`config.mk`:
```
export PLATFORM = sky130hd
export DESIGN_NAME = rtc_counter
export DESIGN_NICKNAME = d
export VERILOG_FILES = /design/src/logic/rtc_pkg.sv /design/src/logic/rtc_counter.sv
export VERILOG_INCLUDE_DIRS = /design/src /design/src/logic
export SDC_FILE = /design/constraint.sdc
export NUM_CORES = 1
export LEC_CHECK = 0
export ABC_AREA = 1
export ABC_CLOCK_PERIOD_IN_PS = 5300
export BUFFER_PORTS_ARGS = -buffer_cell sky130_fd_sc_hd__buf_2
export CORE_UTILIZATION = 40
export CTS_BUF_LIST = sky130_fd_sc_hd__clkbuf_16
export DETAILED_ROUTE_END_ITERATION = 8
export RECOVER_POWER = 50
export SLEW_MARGIN = 15
export SYNTH_ARGS = -nofsm -noshare
export SYNTH_HDL_FRONTEND = slang
export SYNTH_SLANG_ARGS = --single-unit
export TNS_END_PERCENT = 20
```
`constraint.sdc`:
```
create_clock -name clk_in -period 5.3 [get_ports clk_in]
set_input_delay 0.265 -clock clk_in [delete_from_list [all_inputs] [get_ports clk_in]]
set_output_delay 0.265 -clock clk_in [all_outputs]
set_load 0.02 [all_outputs]
```
`src/logic/rtc_cfg.svh`:
```
`ifndef RTC_CFG_SVH
`define RTC_CFG_SVH

// register byte addresses
`define ADDR_CTRL 6'h00
`define ADDR_PITCTRL 6'h04
`define ADDR_STATUS 6'h08
`define ADDR_INTEN 6'h0c
`define ADDR_INTCLR 6'h10
`define ADDR_COUNT 6'h14
`define ADDR_PERIOD 6'h18
`define ADDR_COMPARE 6'h1c
`define ADDR_CALIB 6'h20

// control fields
`define CTRL_CNT_EN 0
`define CTRL_CORR_EN 1
`define CTRL_PSC_LSB 2
`define CTRL_SRC_LSB 6
`define PIT_EN 0
`define PIT_SEL_LSB 1
`define CALIB_SIGN 7

// status bits
`define ST_OVF 0
`define ST_CMP 1
`define ST_PIT 2

// reset values
`define RST_PERIOD 16'hffff
`define RST_COMPARE 16'h0000

// correction interval in reference cycles
`define CORR_INTERVAL 20'd1000000
// first level event tap (divide by 64)
`define LEVEL_TAP_LSB 5

`endif

```
`src/logic/rtc_pkg.sv`:
```
package rtc_pkg;

  typedef struct packed {
    logic read;
    logic write;
    logic [5:0] address;
    logic [31:0] writedata;
  } bus_req_s;

  typedef struct packed {
    logic waitrequest;
    logic [31:0] readdata;
  } bus_resp_s;

  typedef enum logic [1:0] {
    BUS_WAIT = 2'b01,
    BUS_ACK = 2'b10
  } bus_state_e;

  typedef enum logic [1:0] {
    SRC_XTAL = 2'h0,
    SRC_EXT = 2'h1,
    SRC_OSC = 2'h2,
    SRC_OSC_DIV32 = 2'h3
  } clk_src_e;

endpackage

```
`src/logic/rtc_counter.sv`:
```
// Decided for this implementation: the register offsets and the Avalon-MM register port.
`timescale 1ns/1ps
`include "rtc_cfg.svh"
module rtc_counter (
  // clock and reset
  input wire logic clk_in,
  input wire logic reset_in,
  input wire logic ce_in,
  // reference clock sources
  input wire logic xtal_clk_in,
  input wire logic ext_clk_in,
  input wire logic osc_clk_in,
  // register bus
  input wire rtc_pkg::bus_req_s bus_in,
  output rtc_pkg::bus_resp_s bus_out,
  // interrupt and events
  output logic irq_out,
  output logic ovf_event_out,
  output logic cmp_event_out,
  output logic [7:0] pit_level_out
);
  import rtc_pkg::*;

  ////////////////////////////////////////////////////////////////////////////
  // registers and state

  logic cnt_en;
  logic corr_en;
  logic [3:0] psc_sel;
  clk_src_e src_sel;
  logic pit_en;
  logic [3:0] pit_sel;
  logic [2:0] status;
  logic [2:0] inten;
  logic [15:0] count;
  logic [15:0] period;
  logic [15:0] compare;
  logic [7:0] calib;
  logic [14:0] psc;
  logic [2:0] sync_a;
  logic [2:0] sync_b;
  logic osc_last;
  logic [4:0] osc_div;
  logic ref_last;
  logic corr_run;
  logic [19:0] corr_cycles;
  logic [19:0] corr_acc;
  bus_state_e bus_state;

  function automatic logic [14:0] low_mask(input logic [3:0] sel);
    low_mask = (15'h0001 << sel) - 15'h0001;
  endfunction

  ////////////////////////////////////////////////////////////////////////////
  // reference clock path

  // raw clock levels are only ever read by the first stage
  always_ff @(posedge clk_in) begin
    if (reset_in) begin
      sync_a <= 3'h0;
      sync_b <= 3'h0;
    end else if (ce_in) begin
      sync_a <= {osc_clk_in, ext_clk_in, xtal_clk_in};
      sync_b <= sync_a;
    end
  end

  wire osc_rise = sync_b[2] && !osc_last;
  wire div32_level = osc_div[4];
  wire ref_level = (src_sel == SRC_XTAL) ? sync_b[0] :
                   (src_sel == SRC_EXT) ? sync_b[1] :
                   (src_sel == SRC_OSC) ? sync_b[2] : div32_level;
  // edge detection needs at least two samples per half period
  wire ref_edge = ref_level && !ref_last;

  always_ff @(posedge clk_in) begin
    if (reset_in) begin
      osc_last <= 1'b0;
      osc_div <= 5'h00;
      ref_last <= 1'b0;
    end else if (ce_in) begin
      osc_last <= sync_b[2];
      ref_last <= ref_level;
      if (osc_rise) begin
        osc_div <= osc_div + 5'h01;
      end
    end
  end

  ////////////////////////////////////////////////////////////////////////////
  // crystal correction

  wire xtal_sel = (src_sel == SRC_XTAL);
  wire psc_run = cnt_en || pit_en;
  wire [6:0] corr_ppm = calib[6:0];
  wire [19:0] acc_sum = corr_acc + {13'h0000, corr_ppm};
  wire acc_hit = acc_sum >= `CORR_INTERVAL;
  wire interval_end = corr_cycles == (`CORR_INTERVAL - 20'd1);
  wire corr_fire = corr_run && ref_edge && psc_run && acc_hit;
  // sign set marks a slow crystal
  wire corr_skip = corr_fire && calib[`CALIB_SIGN];
  wire corr_hold = corr_fire && !calib[`CALIB_SIGN];

  // an interval, once started, always runs to its end
  always_ff @(posedge clk_in) begin
    if (reset_in) begin
      corr_run <= 1'b0;
      corr_cycles <= 20'h00000;
      corr_acc <= 20'h00000;
    end else if (ce_in && ref_edge && psc_run) begin
      if (!corr_run || interval_end) begin
        corr_run <= corr_en && xtal_sel;
        corr_cycles <= 20'h00000;
        corr_acc <= 20'h00000;
      end else begin
        corr_cycles <= corr_cycles + 20'h00001;
        corr_acc <= acc_hit ? acc_sum - `CORR_INTERVAL : acc_sum;
      end
    end
  end

  ////////////////////////////////////////////////////////////////////////////
  // prescaler, counter, tick timer

  wire advance = ref_edge && psc_run;
  wire [14:0] mask = low_mask(psc_sel);
  // hold slows a fast crystal, skip speeds up a slow one
  wire [14:0] next_psc = corr_hold ? psc :
                         corr_skip ? psc + 15'h0002 : psc + 15'h0001;
  wire wrapped = (next_psc & mask) < (psc & mask);
  wire cnt_tick = advance && cnt_en && (mask == 15'h0000 || wrapped) && !corr_hold;
  wire at_period = count == period;
  wire at_compare = count == compare;
  wire ovf_tick = cnt_tick && at_period;
  wire cmp_tick = cnt_tick && at_compare;
  wire [15:0] next_count = at_period ? 16'h0000 : count + 16'h0001;
  wire pit_bit_old = psc[pit_sel];
  wire pit_bit_new = next_psc[pit_sel];
  wire pit_hit = advance && pit_en && pit_sel != 4'h0 && pit_sel != 4'hf &&
                 !pit_bit_old && pit_bit_new;

  always_ff @(posedge clk_in) begin
    if (reset_in) begin
      psc <= 15'h0000;
      count <= 16'h0000;
    end else if (ce_in) begin
      if (advance) begin
        psc <= next_psc;
      end
      if (cnt_tick) begin
        count <= next_count;
      end
    end
  end

  // overflow and compare events stand until the next reference edge
  always_ff @(posedge clk_in) begin
    if (reset_in) begin
      ovf_event_out <= 1'b0;
      cmp_event_out <= 1'b0;
      pit_level_out <= 8'h00;
    end else if (ce_in) begin
      if (ref_edge) begin
        ovf_event_out <= ovf_tick;
        cmp_event_out <= cmp_tick;
      end
      pit_level_out <= pit_en ? psc[`LEVEL_TAP_LSB +: 8] : 8'h00;
    end
  end

  ////////////////////////////////////////////////////////////////////////////
  // register bus

  wire bus_req = bus_in.read || bus_in.write;
  wire take = bus_req && bus_state == BUS_ACK;
  wire wr = take && bus_in.write;
  wire [5:0] addr = bus_in.address;
  wire [31:0] wd = bus_in.writedata;
  wire [2:0] events = {pit_hit, cmp_tick, ovf_tick};
  wire [2:0] clr = (wr && addr == `ADDR_INTCLR) ? wd[2:0] : 3'h0;
  logic [31:0] rd_mux;

  always_comb begin
    rd_mux = 32'h00000000;
    if (addr == `ADDR_CTRL) begin
      rd_mux = {24'h000000, src_sel, psc_sel, corr_en, cnt_en};
    end else if (addr == `ADDR_PITCTRL) begin
      rd_mux = {27'h0000000, pit_sel, pit_en};
    end else if (addr == `ADDR_STATUS) begin
      rd_mux = {29'h00000000, status};
    end else if (addr == `ADDR_INTEN) begin
      rd_mux = {29'h00000000, inten};
    end else if (addr == `ADDR_COUNT) begin
      rd_mux = {16'h0000, count};
    end else if (addr == `ADDR_PERIOD) begin
      rd_mux = {16'h0000, period};
    end else if (addr == `ADDR_COMPARE) begin
      rd_mux = {16'h0000, compare};
    end else if (addr == `ADDR_CALIB) begin
      rd_mux = {24'h000000, calib};
    end
  end

  // every access waits exactly one cycle
  always_ff @(posedge clk_in) begin
    if (reset_in) begin
      bus_state <= BUS_WAIT;
      bus_out <= '{waitrequest: 1'b1, readdata: 32'h00000000};
    end else if (ce_in) begin
      case (bus_state)
        BUS_WAIT: begin
          if (bus_req) begin
            bus_state <= BUS_ACK;
            bus_out <= '{waitrequest: 1'b0, readdata: rd_mux};
          end
        end
        BUS_ACK: begin
          bus_state <= BUS_WAIT;
          bus_out <= '{waitrequest: 1'b1, readdata: 32'h00000000};
        end
        default: begin
          bus_state <= BUS_WAIT;
        end
      endcase
    end
  end

  always_ff @(posedge clk_in) begin
    if (reset_in) begin
      cnt_en <= 1'b0;
      corr_en <= 1'b0;
      psc_sel <= 4'h0;
      src_sel <= SRC_XTAL;
      pit_en <= 1'b0;
      pit_sel <= 4'h0;
      inten <= 3'h0;
      period <= `RST_PERIOD;
      compare <= `RST_COMPARE;
      calib <= 8'h00;
    end else if (ce_in && wr) begin
      if (addr == `ADDR_CTRL) begin
        cnt_en <= wd[`CTRL_CNT_EN];
        corr_en <= wd[`CTRL_CORR_EN];
        psc_sel <= wd[`CTRL_PSC_LSB +: 4];
        src_sel <= clk_src_e'(wd[`CTRL_SRC_LSB +: 2]);
      end else if (addr == `ADDR_PITCTRL) begin
        pit_en <= wd[`PIT_EN];
        pit_sel <= wd[`PIT_SEL_LSB +: 4];
      end else if (addr == `ADDR_INTEN) begin
        inten <= wd[2:0];
      end else if (addr == `ADDR_PERIOD) begin
        period <= wd[15:0];
      end else if (addr == `ADDR_COMPARE) begin
        compare <= wd[15:0];
      end else if (addr == `ADDR_CALIB) begin
        calib <= wd[7:0];
      end
    end
  end

  // a new event beats a clear in the same cycle
  always_ff @(posedge clk_in) begin
    if (reset_in) begin
      status <= 3'h0;
      irq_out <= 1'b0;
    end else if (ce_in) begin
      status <= (status & ~clr) | events;
      irq_out <= |(status & inten);
    end
  end

  ////////////////////////////////////////////////////////////////////////////
  // checks

  cnt_step_a: assert property (@(posedge clk_in) disable iff (reset_in)
    ce_in && cnt_tick && !at_period |=> count == $past(count) + 16'h0001)
    else $error("counter did not step");
  cmp_flag_a: assert property (@(posedge clk_in) disable iff (reset_in)
    ce_in && cnt_tick && at_compare |=> status[`ST_CMP] && cmp_event_out)
    else $error("compare match not flagged");
  ovf_flag_a: assert property (@(posedge clk_in) disable iff (reset_in)
    ce_in && cnt_tick && at_period |=> status[`ST_OVF] && ovf_event_out)
    else $error("overflow not flagged");
  cnt_wrap_a: assert property (@(posedge clk_in) disable iff (reset_in)
    ce_in && cnt_tick && at_period |=> count == 16'h0000)
    else $error("counter did not wrap");
  psc_stop_a: assert property (@(posedge clk_in) disable iff (reset_in)
    !cnt_en && !pit_en |=> $stable(psc))
    else $error("prescaler ran while disabled");
  corr_src_a: assert property (@(posedge clk_in) disable iff (reset_in)
    corr_fire |-> corr_run && !$past(corr_run) == 1'b0)
    else $error("correction outside an interval");
  pit_int_a: assert property (@(posedge clk_in) disable iff (reset_in)
    ce_in && pit_hit |=> status[`ST_PIT])
    else $error("tick timer flag missing");
  event_hold_a: assert property (@(posedge clk_in) disable iff (reset_in)
    ovf_event_out && !(ce_in && ref_edge) |=> ovf_event_out)
    else $error("overflow event ended early");
  level_tap_a: assert property (@(posedge clk_in) disable iff (reset_in)
    ce_in && pit_en |=> pit_level_out == $past(psc[12:5]))
    else $error("level event tap wrong");
  irq_level_a: assert property (@(posedge clk_in) disable iff (reset_in)
    ce_in |=> irq_out == |($past(status) & $past(inten)))
    else $error("interrupt level wrong");

  ovf_seen_c: cover property (@(posedge clk_in) disable iff (reset_in) ovf_tick && ce_in);
  cmp_seen_c: cover property (@(posedge clk_in) disable iff (reset_in) cmp_tick && ce_in);
  pit_seen_c: cover property (@(posedge clk_in) disable iff (reset_in) pit_hit && ce_in);
  corr_seen_c: cover property (@(posedge clk_in) disable iff (reset_in) corr_skip && ce_in);
endmodule

```
==> reports/metrics.sh, run 1 <==
OUTCOME='complete, but fails checks'
VIOLATIONS='capacitance limit, slew limit'
WORST_HOLD_STARTPOINT='ext_clk_in'
POST_SYNTH_AND_OR_NAND_NOR_AREA_FRACTION_PCT=32.9
CRITPATHMAXFANOUT=14
CTS_HOLD_REPAIR.BUFFERS=0
SYNTH_WARNINGS=0
SYNTH.TOP_CELL.AREA_SHARE_PCT=31.6
FINALCRITPERIODSHARE_PCT=90.3
MULTIINPUTGATEAREA_SQ_UM=6480
REPORT.FINAL.SLEW_VIOL_COUNT=78
SYNTH.FF_LATCH_COUNT=174
DRT_WL_TOTAL_UM=33100
POWER_DENSITY_nW_PER_UM2=223
LAYOUT_MIN_CYCLE_TIME_PS=4780
GLOBAL_ROUTE.USAGE.TOTAL_PCT=24.0
NUM_ROWS=60
R2R_CELLS=30
CLOCK_SINK_COUNT=174
DRC_ERRORS=0
SYN_INST=1697
DESIGN.PORTCOUNT=90
ANTENNA_LEFT=0
DIE_WIDTH_UM=168
NUMBER_OF_ANTENNA_VIOLATIONS_AT_THE_FIRST_CHECK_IN_GLOBAL_ROUTING=1
SETUP_VIOL=0
TIMING.SETUP.TNS_PS=0
GRT_START_MAX_NET_PINS=78
ROUTE.VIAS.TOTAL=11100
SYNTH_COMPOUND_AREA_SHARE_PCT=16.7
MAPPED_AREA_SQ_UM=11000
DETAILEDPLACEMENTHPWL_UM=24300
SETUP.WORST_PATH.END_CLASS='flop'
SLEW_HEADROOM_PCT=-125
FINAL-SEQ-AREA_SQ_UM=3480
POWER.IR.VDD_WORST_uV=191
POST_SYNTH_MOST_FREQUENT_CELLS='sky130_fd_sc_hd__nand2_1, sky130_fd_sc_hd__inv_1, sky130_fd_sc_hd__dfxtp_1'
ARRIVAL_PS=5140
CTS-ROOT-TO-SINK-BUFFERS=2
FILL_CELLS=2898
MAX-CAP-VIOLATIONS=1
CRITPATHREQUIREDTIME_PS=5660
YS_TYPES=48
CRIT-REG2REG-CAPTURE='count[5]'
SHARE_OF_FLIP_FLOPS_WITH_AN_ASYNCHRONOUS_SET_OR_RESET_AFTER_SYNTHESIS_PCT=0
CPMAXSTAGEDELAYCELL='sky130_fd_sc_hd__dfxtp_1'
DETAIL_ROUTE.VIAS_PER_CELL=5.38
SYNTH_TOP_FLOP_CELL='sky130_fd_sc_hd__dfxtp_1'
TRITONCTS='built'
DESIGN.FINAL.NETS=1789
WORST_PIN_SLEW_PS=3370
POST_CTS.REPAIR.SETUP_BUFFERS=0
EFFECTIVE_UTILIZATION_AT_FLOORPLAN_PCT=40.8
YOSYS-TOP-CELLS-AREA='sky130_fd_sc_hd__dfxtp_1, sky130_fd_sc_hd__nand2_1, sky130_fd_sc_hd__a21oi_1'
SYN-MEAN-INSTANCE-AREA_SQ_UM=6.49
HOLD_PATH.CLASS='input port to flop'
SLOWEST_DELAY_PS=360
COUNT_OF_INPUT_AND_OUTPUT_BUFFERS=57
SYNTHXORXNORAREAFRAC_PCT=4.85
LARGEST_FAMILY_OF_LOGIC_CELLS_BY_SYNTHESIZED_AREA='simple AND/OR/NAND/NOR gates'
SYNTH.MOST_COMMON_CELL='sky130_fd_sc_hd__nand2_1'
SETUP.REG_TO_REG.WORST_SLACK_PS=520
SYNTHDOMINANTAREACELLTYPE='sky130_fd_sc_hd__dfxtp_1'
CLK-INSERTION-DELAY-LATE_PS=440
YOSYS-MUX-AREA-FRACTION_PCT=0
POWER.LEAKAGE_nW=4.80
FINAL-INSTANCE-COUNT-EXCL-FILL=2068
SYNTH_EDF_COUNT=0
DRIVE_GT1_SHARE_PCT=6.96
POST-PLACE-CELLS=2034
HOLDPATHSTAGES=3
GRT_PASS1_VIAS=10400
SYNTH_SEQUENTIAL_AREA_RATIO_PCT=31.6
CRITICAL_PATH.REG2REG.STARTPOINT='calib[6]'
CLKSLEWWORSTSETUPHOLDPATHS_PS=70
SYNTHADDERAREAFRAC_PCT=3.59
DRT_ITER0_MARKERS=964
WS_PATH_TYPE='flop to flop'
AREA_DELTA_SYNTH_FINAL_PCT=9.37
CORE_AREA_SQ_UM=27000
WIRE_PER_INST_UM=16.0
CTS_MADE_BUFFERS=17
FINAL_CORE_UTILIZATION_PCT=44.6
GRT_OVERFLOW_TOTAL=0
FMAXACHIEVABLE_GHz=0.209
HOLD_CRITICAL_PATH_ENDPOINT='sync_a[1]'
GRT_PASS1_WL_UM=54300
CTS_ROOT_BUFFER='sky130_fd_sc_hd__clkbuf_16'
TIMING.FINAL.HOLD_VIOLATIONS=0
HTREE_LEVELS=4
FP.DIEH_UM=168
ROUTER_ITERATIONS_BEFORE_ANTENNA_REPAIR=5
FIN_WORST_SKEW_PS=18.8
DESIGN_POWER_TOTAL_mW=2.69
DESIGN.DIE.AREA_SQ_UM=28200
CP-START-KIND='flop'
PLACE_CONGESTION=0.913
SETUP_REPAIR_AFTER_GLOBAL_ROUTING_MISSED_ITS_MARGIN='no'
[what timing repair did]
action / 4_1_cts / 5_1_grt
gates resized for setup: 0 / 5
endpoints found under the setup margin: 0 / 19
endpoints found under the hold margin: 0 / 0
[how the worst max path moves through the flow]
stage              from  slack [ps]        end  cells past startpoint
2_1_floorplan  calib[0]        1050  count[13]                     32
5_1_grt        calib[6]           7   count[4]                     30
4_1_cts        calib[0]         380   count[7]                     30
3_3_place_gp   calib[0]         480  count[12]                     30
3_5_place_dp   calib[0]         420   count[8]                     30
6_report       calib[6]         520   count[5]                     30
[flip-flops by register name, indices dropped and copies added (netlist names), 3 cells and up]
signal	flops
bus_out	17
calib	8
compare	16
corr_acc	20
corr_cycles	20
count	16
inten	3
osc_div	5
period	16
pit_level_out	8
pit_sel	4
psc	15
psc_sel	4
status	3
sync_a	3
sync_b	3
[kinds of logic after synthesis]
kind of cell	count (synthesis)
AO/OA/AOI/OAI	331
XOR/XNOR	61
adder cells (fa/ha/maj)	31
buffers and inverters	278
flip-flops	174
other	1
AND/OR/NAND/NOR	821
[metal layers]
metal | vias to the layer above | track usage [%] | wire length [um] | part of all wire [%]
met1 | 5129 | 32.4 | 15400 | 47
met3 | 48 | 3.34 | 1620 | 4.9
met4 | 0 | 8.10 | 797 | 2.4
li1 | 5652 | - | - | -
met5 | - | 0 | 0 | 0
met2 | 305 | 39.2 | 15300 | 46
[per-stage QoR]
stage          instance area, sq um  hold slack, ps  setup slack, ps
6_report                      12100            48.7              515
5_1_grt                       12000            51.1             7.03
4_1_cts                       12100            31.9              384
3_5_place_dp                  11500             442              417
3_3_place_gp                  11500             438              476
2_1_floorplan                 11100             400             1050
[power by group]
part	internal (mW)	leakage [nW]	switching, mW
clock network	0.626	0.282	0.621
registers	1.32	1.40	0.00516
logic	0.0269	3.12	0.0912
total	1.97	4.80	0.718
[area by class of cell]
class / instances / area share [%]
antenna: 2 / 0.0415
clock buffer: 17 / 3.53
clock inverter: 15 / 1.27
inverter: 183 / 5.70
multi-input combinational: 1260 / 53.8
sequential: 174 / 28.9
tap: 341 / 3.54
timing repair buffer: 76 / 3.23
[cell usage in the layout, fill, tap and decap left out, types with 8 or more instances in the layout]
master,instances
sky130_fd_sc_hd__nor3_1,38
sky130_fd_sc_hd__nand3_1,144
sky130_fd_sc_hd__nand2_2,8
sky130_fd_sc_hd__conb_1,16
sky130_fd_sc_hd__clkbuf_1,33
sky130_fd_sc_hd__nand4_1,44
sky130_fd_sc_hd__buf_2,28
sky130_fd_sc_hd__nand2_1,394
sky130_fd_sc_hd__nor2_2,8
sky130_fd_sc_hd__dfxtp_1,174
sky130_fd_sc_hd__xor2_1,43
sky130_fd_sc_hd__xnor2_1,17
sky130_fd_sc_hd__o21ai_0,100
sky130_fd_sc_hd__buf_4,14
sky130_fd_sc_hd__ha_1,29
sky130_fd_sc_hd__clkbuf_16,17
sky130_fd_sc_hd__a211oi_1,11
sky130_fd_sc_hd__nor2_1,146
sky130_fd_sc_hd__inv_1,175
sky130_fd_sc_hd__o211ai_1,29
sky130_fd_sc_hd__nor4_1,10
sky130_fd_sc_hd__a21oi_1,160
[worst max-delay path: cells and delay by family (launching register included)]
family | cells | cell delay (ps)
buf+inv | 4 | 560
compound gates | 5 | 780
flops | 1 | 360
fa+ha+maj | 3 | 730
xor+xnor | 1 | 180
simple gates | 17 | 2070
Note: power is estimated with default switching activity, not from simulation.
==> run 2, diff against run 1 <==
--- a/config.mk
+++ b/config.mk
@@ -12,7 +12,6 @@
 export CORE_UTILIZATION = 40
 export CTS_BUF_LIST = sky130_fd_sc_hd__clkbuf_16
 export DETAILED_ROUTE_END_ITERATION = 8
-export RECOVER_POWER = 50
 export SLEW_MARGIN = 15
 export SYNTH_ARGS = -nofsm -noshare
 export SYNTH_HDL_FRONTEND = slang
==> run 2 against run 1 <==
The flow now finishes without violations. Via count up 0.46%. Design area up 0.40%. Critical path depth unchanged. Critical endpoint is now count[2]. Critical path type unchanged. Register-to-register slack about the same.
==> reports/metrics.sh, run 2 (same netlist as run 1, synthesis figures left out) <==
OUTCOME='complete, no violations'
DETAILEDPLACEMENTHPWL_UM=24300  # unchanged
HOLD-WORST-SLACK_PS=49.8  # +1.13 ps
DESIGN.DIE.AREA_SQ_UM=28200  # unchanged
FINAL-INSTANCE-COUNT-EXCL-FILL=2067  # -0.048%
GRT_PASS1_VIAS=10400  # unchanged
FIN_WORST_SKEW_PS=18.6  # -0.213 ps
TIMING.SETUP.TNS_PS=0  # unchanged
FP.DIEH_UM=168  # unchanged
SETUP_REPAIR_AFTER_GLOBAL_ROUTING_MISSED_ITS_MARGIN='no'
FMAXACHIEVABLE_GHz=0.209  # about the same
GRT_PASS1_WL_UM=54300  # unchanged
DRIVE_GT1_SHARE_PCT=8.93  # +2.0 points
GLOBAL_ROUTE.USAGE.TOTAL_PCT=24.0  # unchanged
WORST_PIN_SLEW_PS=1150  # -2220 ps
WS_PATH_TYPE='flop to flop'
CLK-INSERTION-DELAY-LATE_PS=440  # about the same
FINAL_CELL_MIX='sky130_fd_sc_hd__nand2_1, sky130_fd_sc_hd__inv_1, sky130_fd_sc_hd__dfxtp_1'
DESIGN.PORTCOUNT=90  # unchanged
POST_CTS.REPAIR.SETUP_BUFFERS=0  # unchanged
CRITPATHREQUIREDTIME_PS=5660  # about the same
TRITONCTS='built'
SLEW_HEADROOM_PCT=22.8  # +150 points
DESIGN.FINAL.NETS=1789  # unchanged
SETUP.WORST_PATH.END_CLASS='flop'
LEADING_CELL_TYPE_IN_THE_LAYOUT_FILL_AND_TAPS_EXCLUDED='sky130_fd_sc_hd__nand2_1'
ANTENNA_LEFT=0  # unchanged
MET2WIRELENGTH_UM=15200  # -0.57%
DRT_ITER0_MARKERS=978  # +1.5%
PLACED_AREA_SQ_UM=11500  # unchanged
TIMING.FINAL.HOLD_VIOLATIONS=0  # unchanged
CLOCK_SINK_COUNT=174  # unchanged
AREA_DELTA_SYNTH_FINAL_PCT=9.81
MAXUSEDROUTINGLAYER='met4'
CLKSLEWWORSTSETUPHOLDPATHS_PS=70  # about the same
ARRIVAL_PS=5140  # about the same
COUNT_OF_INPUT_AND_OUTPUT_BUFFERS=57  # unchanged
FILL_CELLS=2883  # -0.52%
SLOWEST_DELAY_PS=360  # about the same
POWER.LEAKAGE_nW=4.94  # +2.9%
POWER.IR.VDD_WORST_uV=190  # -0.35%
REGISTERS_WITH_THE_MOST_FLIP_FLOPS='corr_acc: 20 flops, corr_cycles: 20 flops, bus_out: 17 flops'
CPMAXSTAGEDELAYCELL='sky130_fd_sc_hd__dfxtp_1'
DETAIL_ROUTE.VIAS_PER_CELL=5.41  # +0.51%
MAX-CAP-VIOLATIONS=0  # -1
SETUP_VIOL=0  # unchanged
CRITPATHMAXFANOUT=14  # unchanged
REPORT.FINAL.SLEW_VIOL_COUNT=0  # -100%
CTS_MADE_BUFFERS=17  # unchanged
ROUTED-WL-MET3_UM=1650  # +1.4%
PLACE_CONGESTION=0.913  # unchanged
HTREE_LEVELS=4  # unchanged
WIRE_PER_INST_UM=16.0  # about the same
NUMBER_OF_ANTENNA_VIOLATIONS_AT_THE_FIRST_CHECK_IN_GLOBAL_ROUTING=1  # unchanged
CORE_AREA_SQ_UM=27000  # unchanged
DRC_ERRORS=0  # unchanged
HOLD_PATH.CLASS='input port to flop'
ROUTE.VIAS.TOTAL=11200  # +0.46%
GRT_START_MAX_NET_PINS=78  # unchanged
CTS-ROOT-TO-SINK-BUFFERS=2  # unchanged
POWER_DENSITY_nW_PER_UM2=222  # -0.42%
M1WIRELENGTH_UM=15400  # +0.25%
GRT_OVERFLOW_TOTAL=0  # unchanged
DIE_WIDTH_UM=168  # unchanged
EFFECTIVE_UTILIZATION_AT_FLOORPLAN_PCT=40.8  # unchanged
CTS_ROOT_BUFFER='sky130_fd_sc_hd__clkbuf_16'
FINALCRITPERIODSHARE_PCT=90.3  # about the same
CP-START-KIND='flop'
POST-PLACE-CELLS=2034  # unchanged
DESIGN_AREA_SQ_UM=12100  # +0.40%
DRT_WL_TOTAL_UM=33100  # about the same
NUM_ROWS=60  # unchanged
ROUTER_ITERATIONS_BEFORE_ANTENNA_REPAIR=5  # unchanged
LAYOUT_MIN_CYCLE_TIME_PS=4780  # -0.509 ps
==> run 2: cell types whose count changed in the layout (fill, tap and decap cells not counted), sizes merged <==
cell	change
buf	+33
clkbuf	-33
clkinv	-1
diode	-1
inv	+1
==> run 2: layer usage <==
| metal | GRT usage (%) | up-vias |
|---|---|---|
| met4 | 8.10 | 0 |
| li1 | - | 5651 |
| met1 | 32.4 | 5157 |
| met5 | 0 | - |
| met2 | 39.2 | 326 |
| met3 | 3.34 | 51 |
==> run 2: timing repair <==
action / CTS / global route
gates resized for setup: 0 / 5
hold buffers: 0 / 0
endpoints found under the setup margin: 0 / 19
==> run 2: area by class of cell <==
cell class / instances / area [sq um] / area share [%]
Antenna cell: 1 / 2.50 / 0.0207
Clock buffer: 17 / 425 / 3.51
Clock inverter: 15 / 153 / 1.26
Inverter: 183 / 687 / 5.68
Multi-Input combinational cell: 1260 / 6480 / 53.6
Sequential cell: 174 / 3480 / 28.8
Tap cell: 341 / 427 / 3.53
Timing Repair Buffer: 76 / 440 / 3.64
==> run 2: critical path: cells and delay by family, from the launching register on <==
family / cells / cell delay [ps]
compound gates: 5 / 780
xor+xnor: 1 / 180
fa+ha+maj: 3 / 730
buf+inv: 4 / 560
flops: 1 / 360
simple gates: 17 / 2070
==> run 2: stage by stage <==
stage	worst slack [ps]	total power, mW	util [%]
3_5_place_dp	417	1.47	42.5
2_1_floorplan	1050	1.43	-
5_1_grt	7.39	2.78	44.8
4_1_cts	384	2.72	44.7
6_report	516	2.69	44.8
3_3_place_gp	476	1.47	42.5
==> run 2: report_power, final <==
group          internal, mW  switching [mW]
combinational        0.0281          0.0915
clock                 0.626           0.619
sequential             1.32         0.00515
total                  1.97           0.716
==> run 2: path summary, 6_finish.rpt <==
path / slack (ps) / start / depth (start not counted) / end
max reg2reg: 520 / calib[6] / 30 / count[2]
min: 50 / ext_clk_in / 3 / sync_a[1]
max: 520 / calib[6] / 30 / count[2]
min reg2reg: 450 / corr_cycles[19] / 1 / corr_cycles[19]
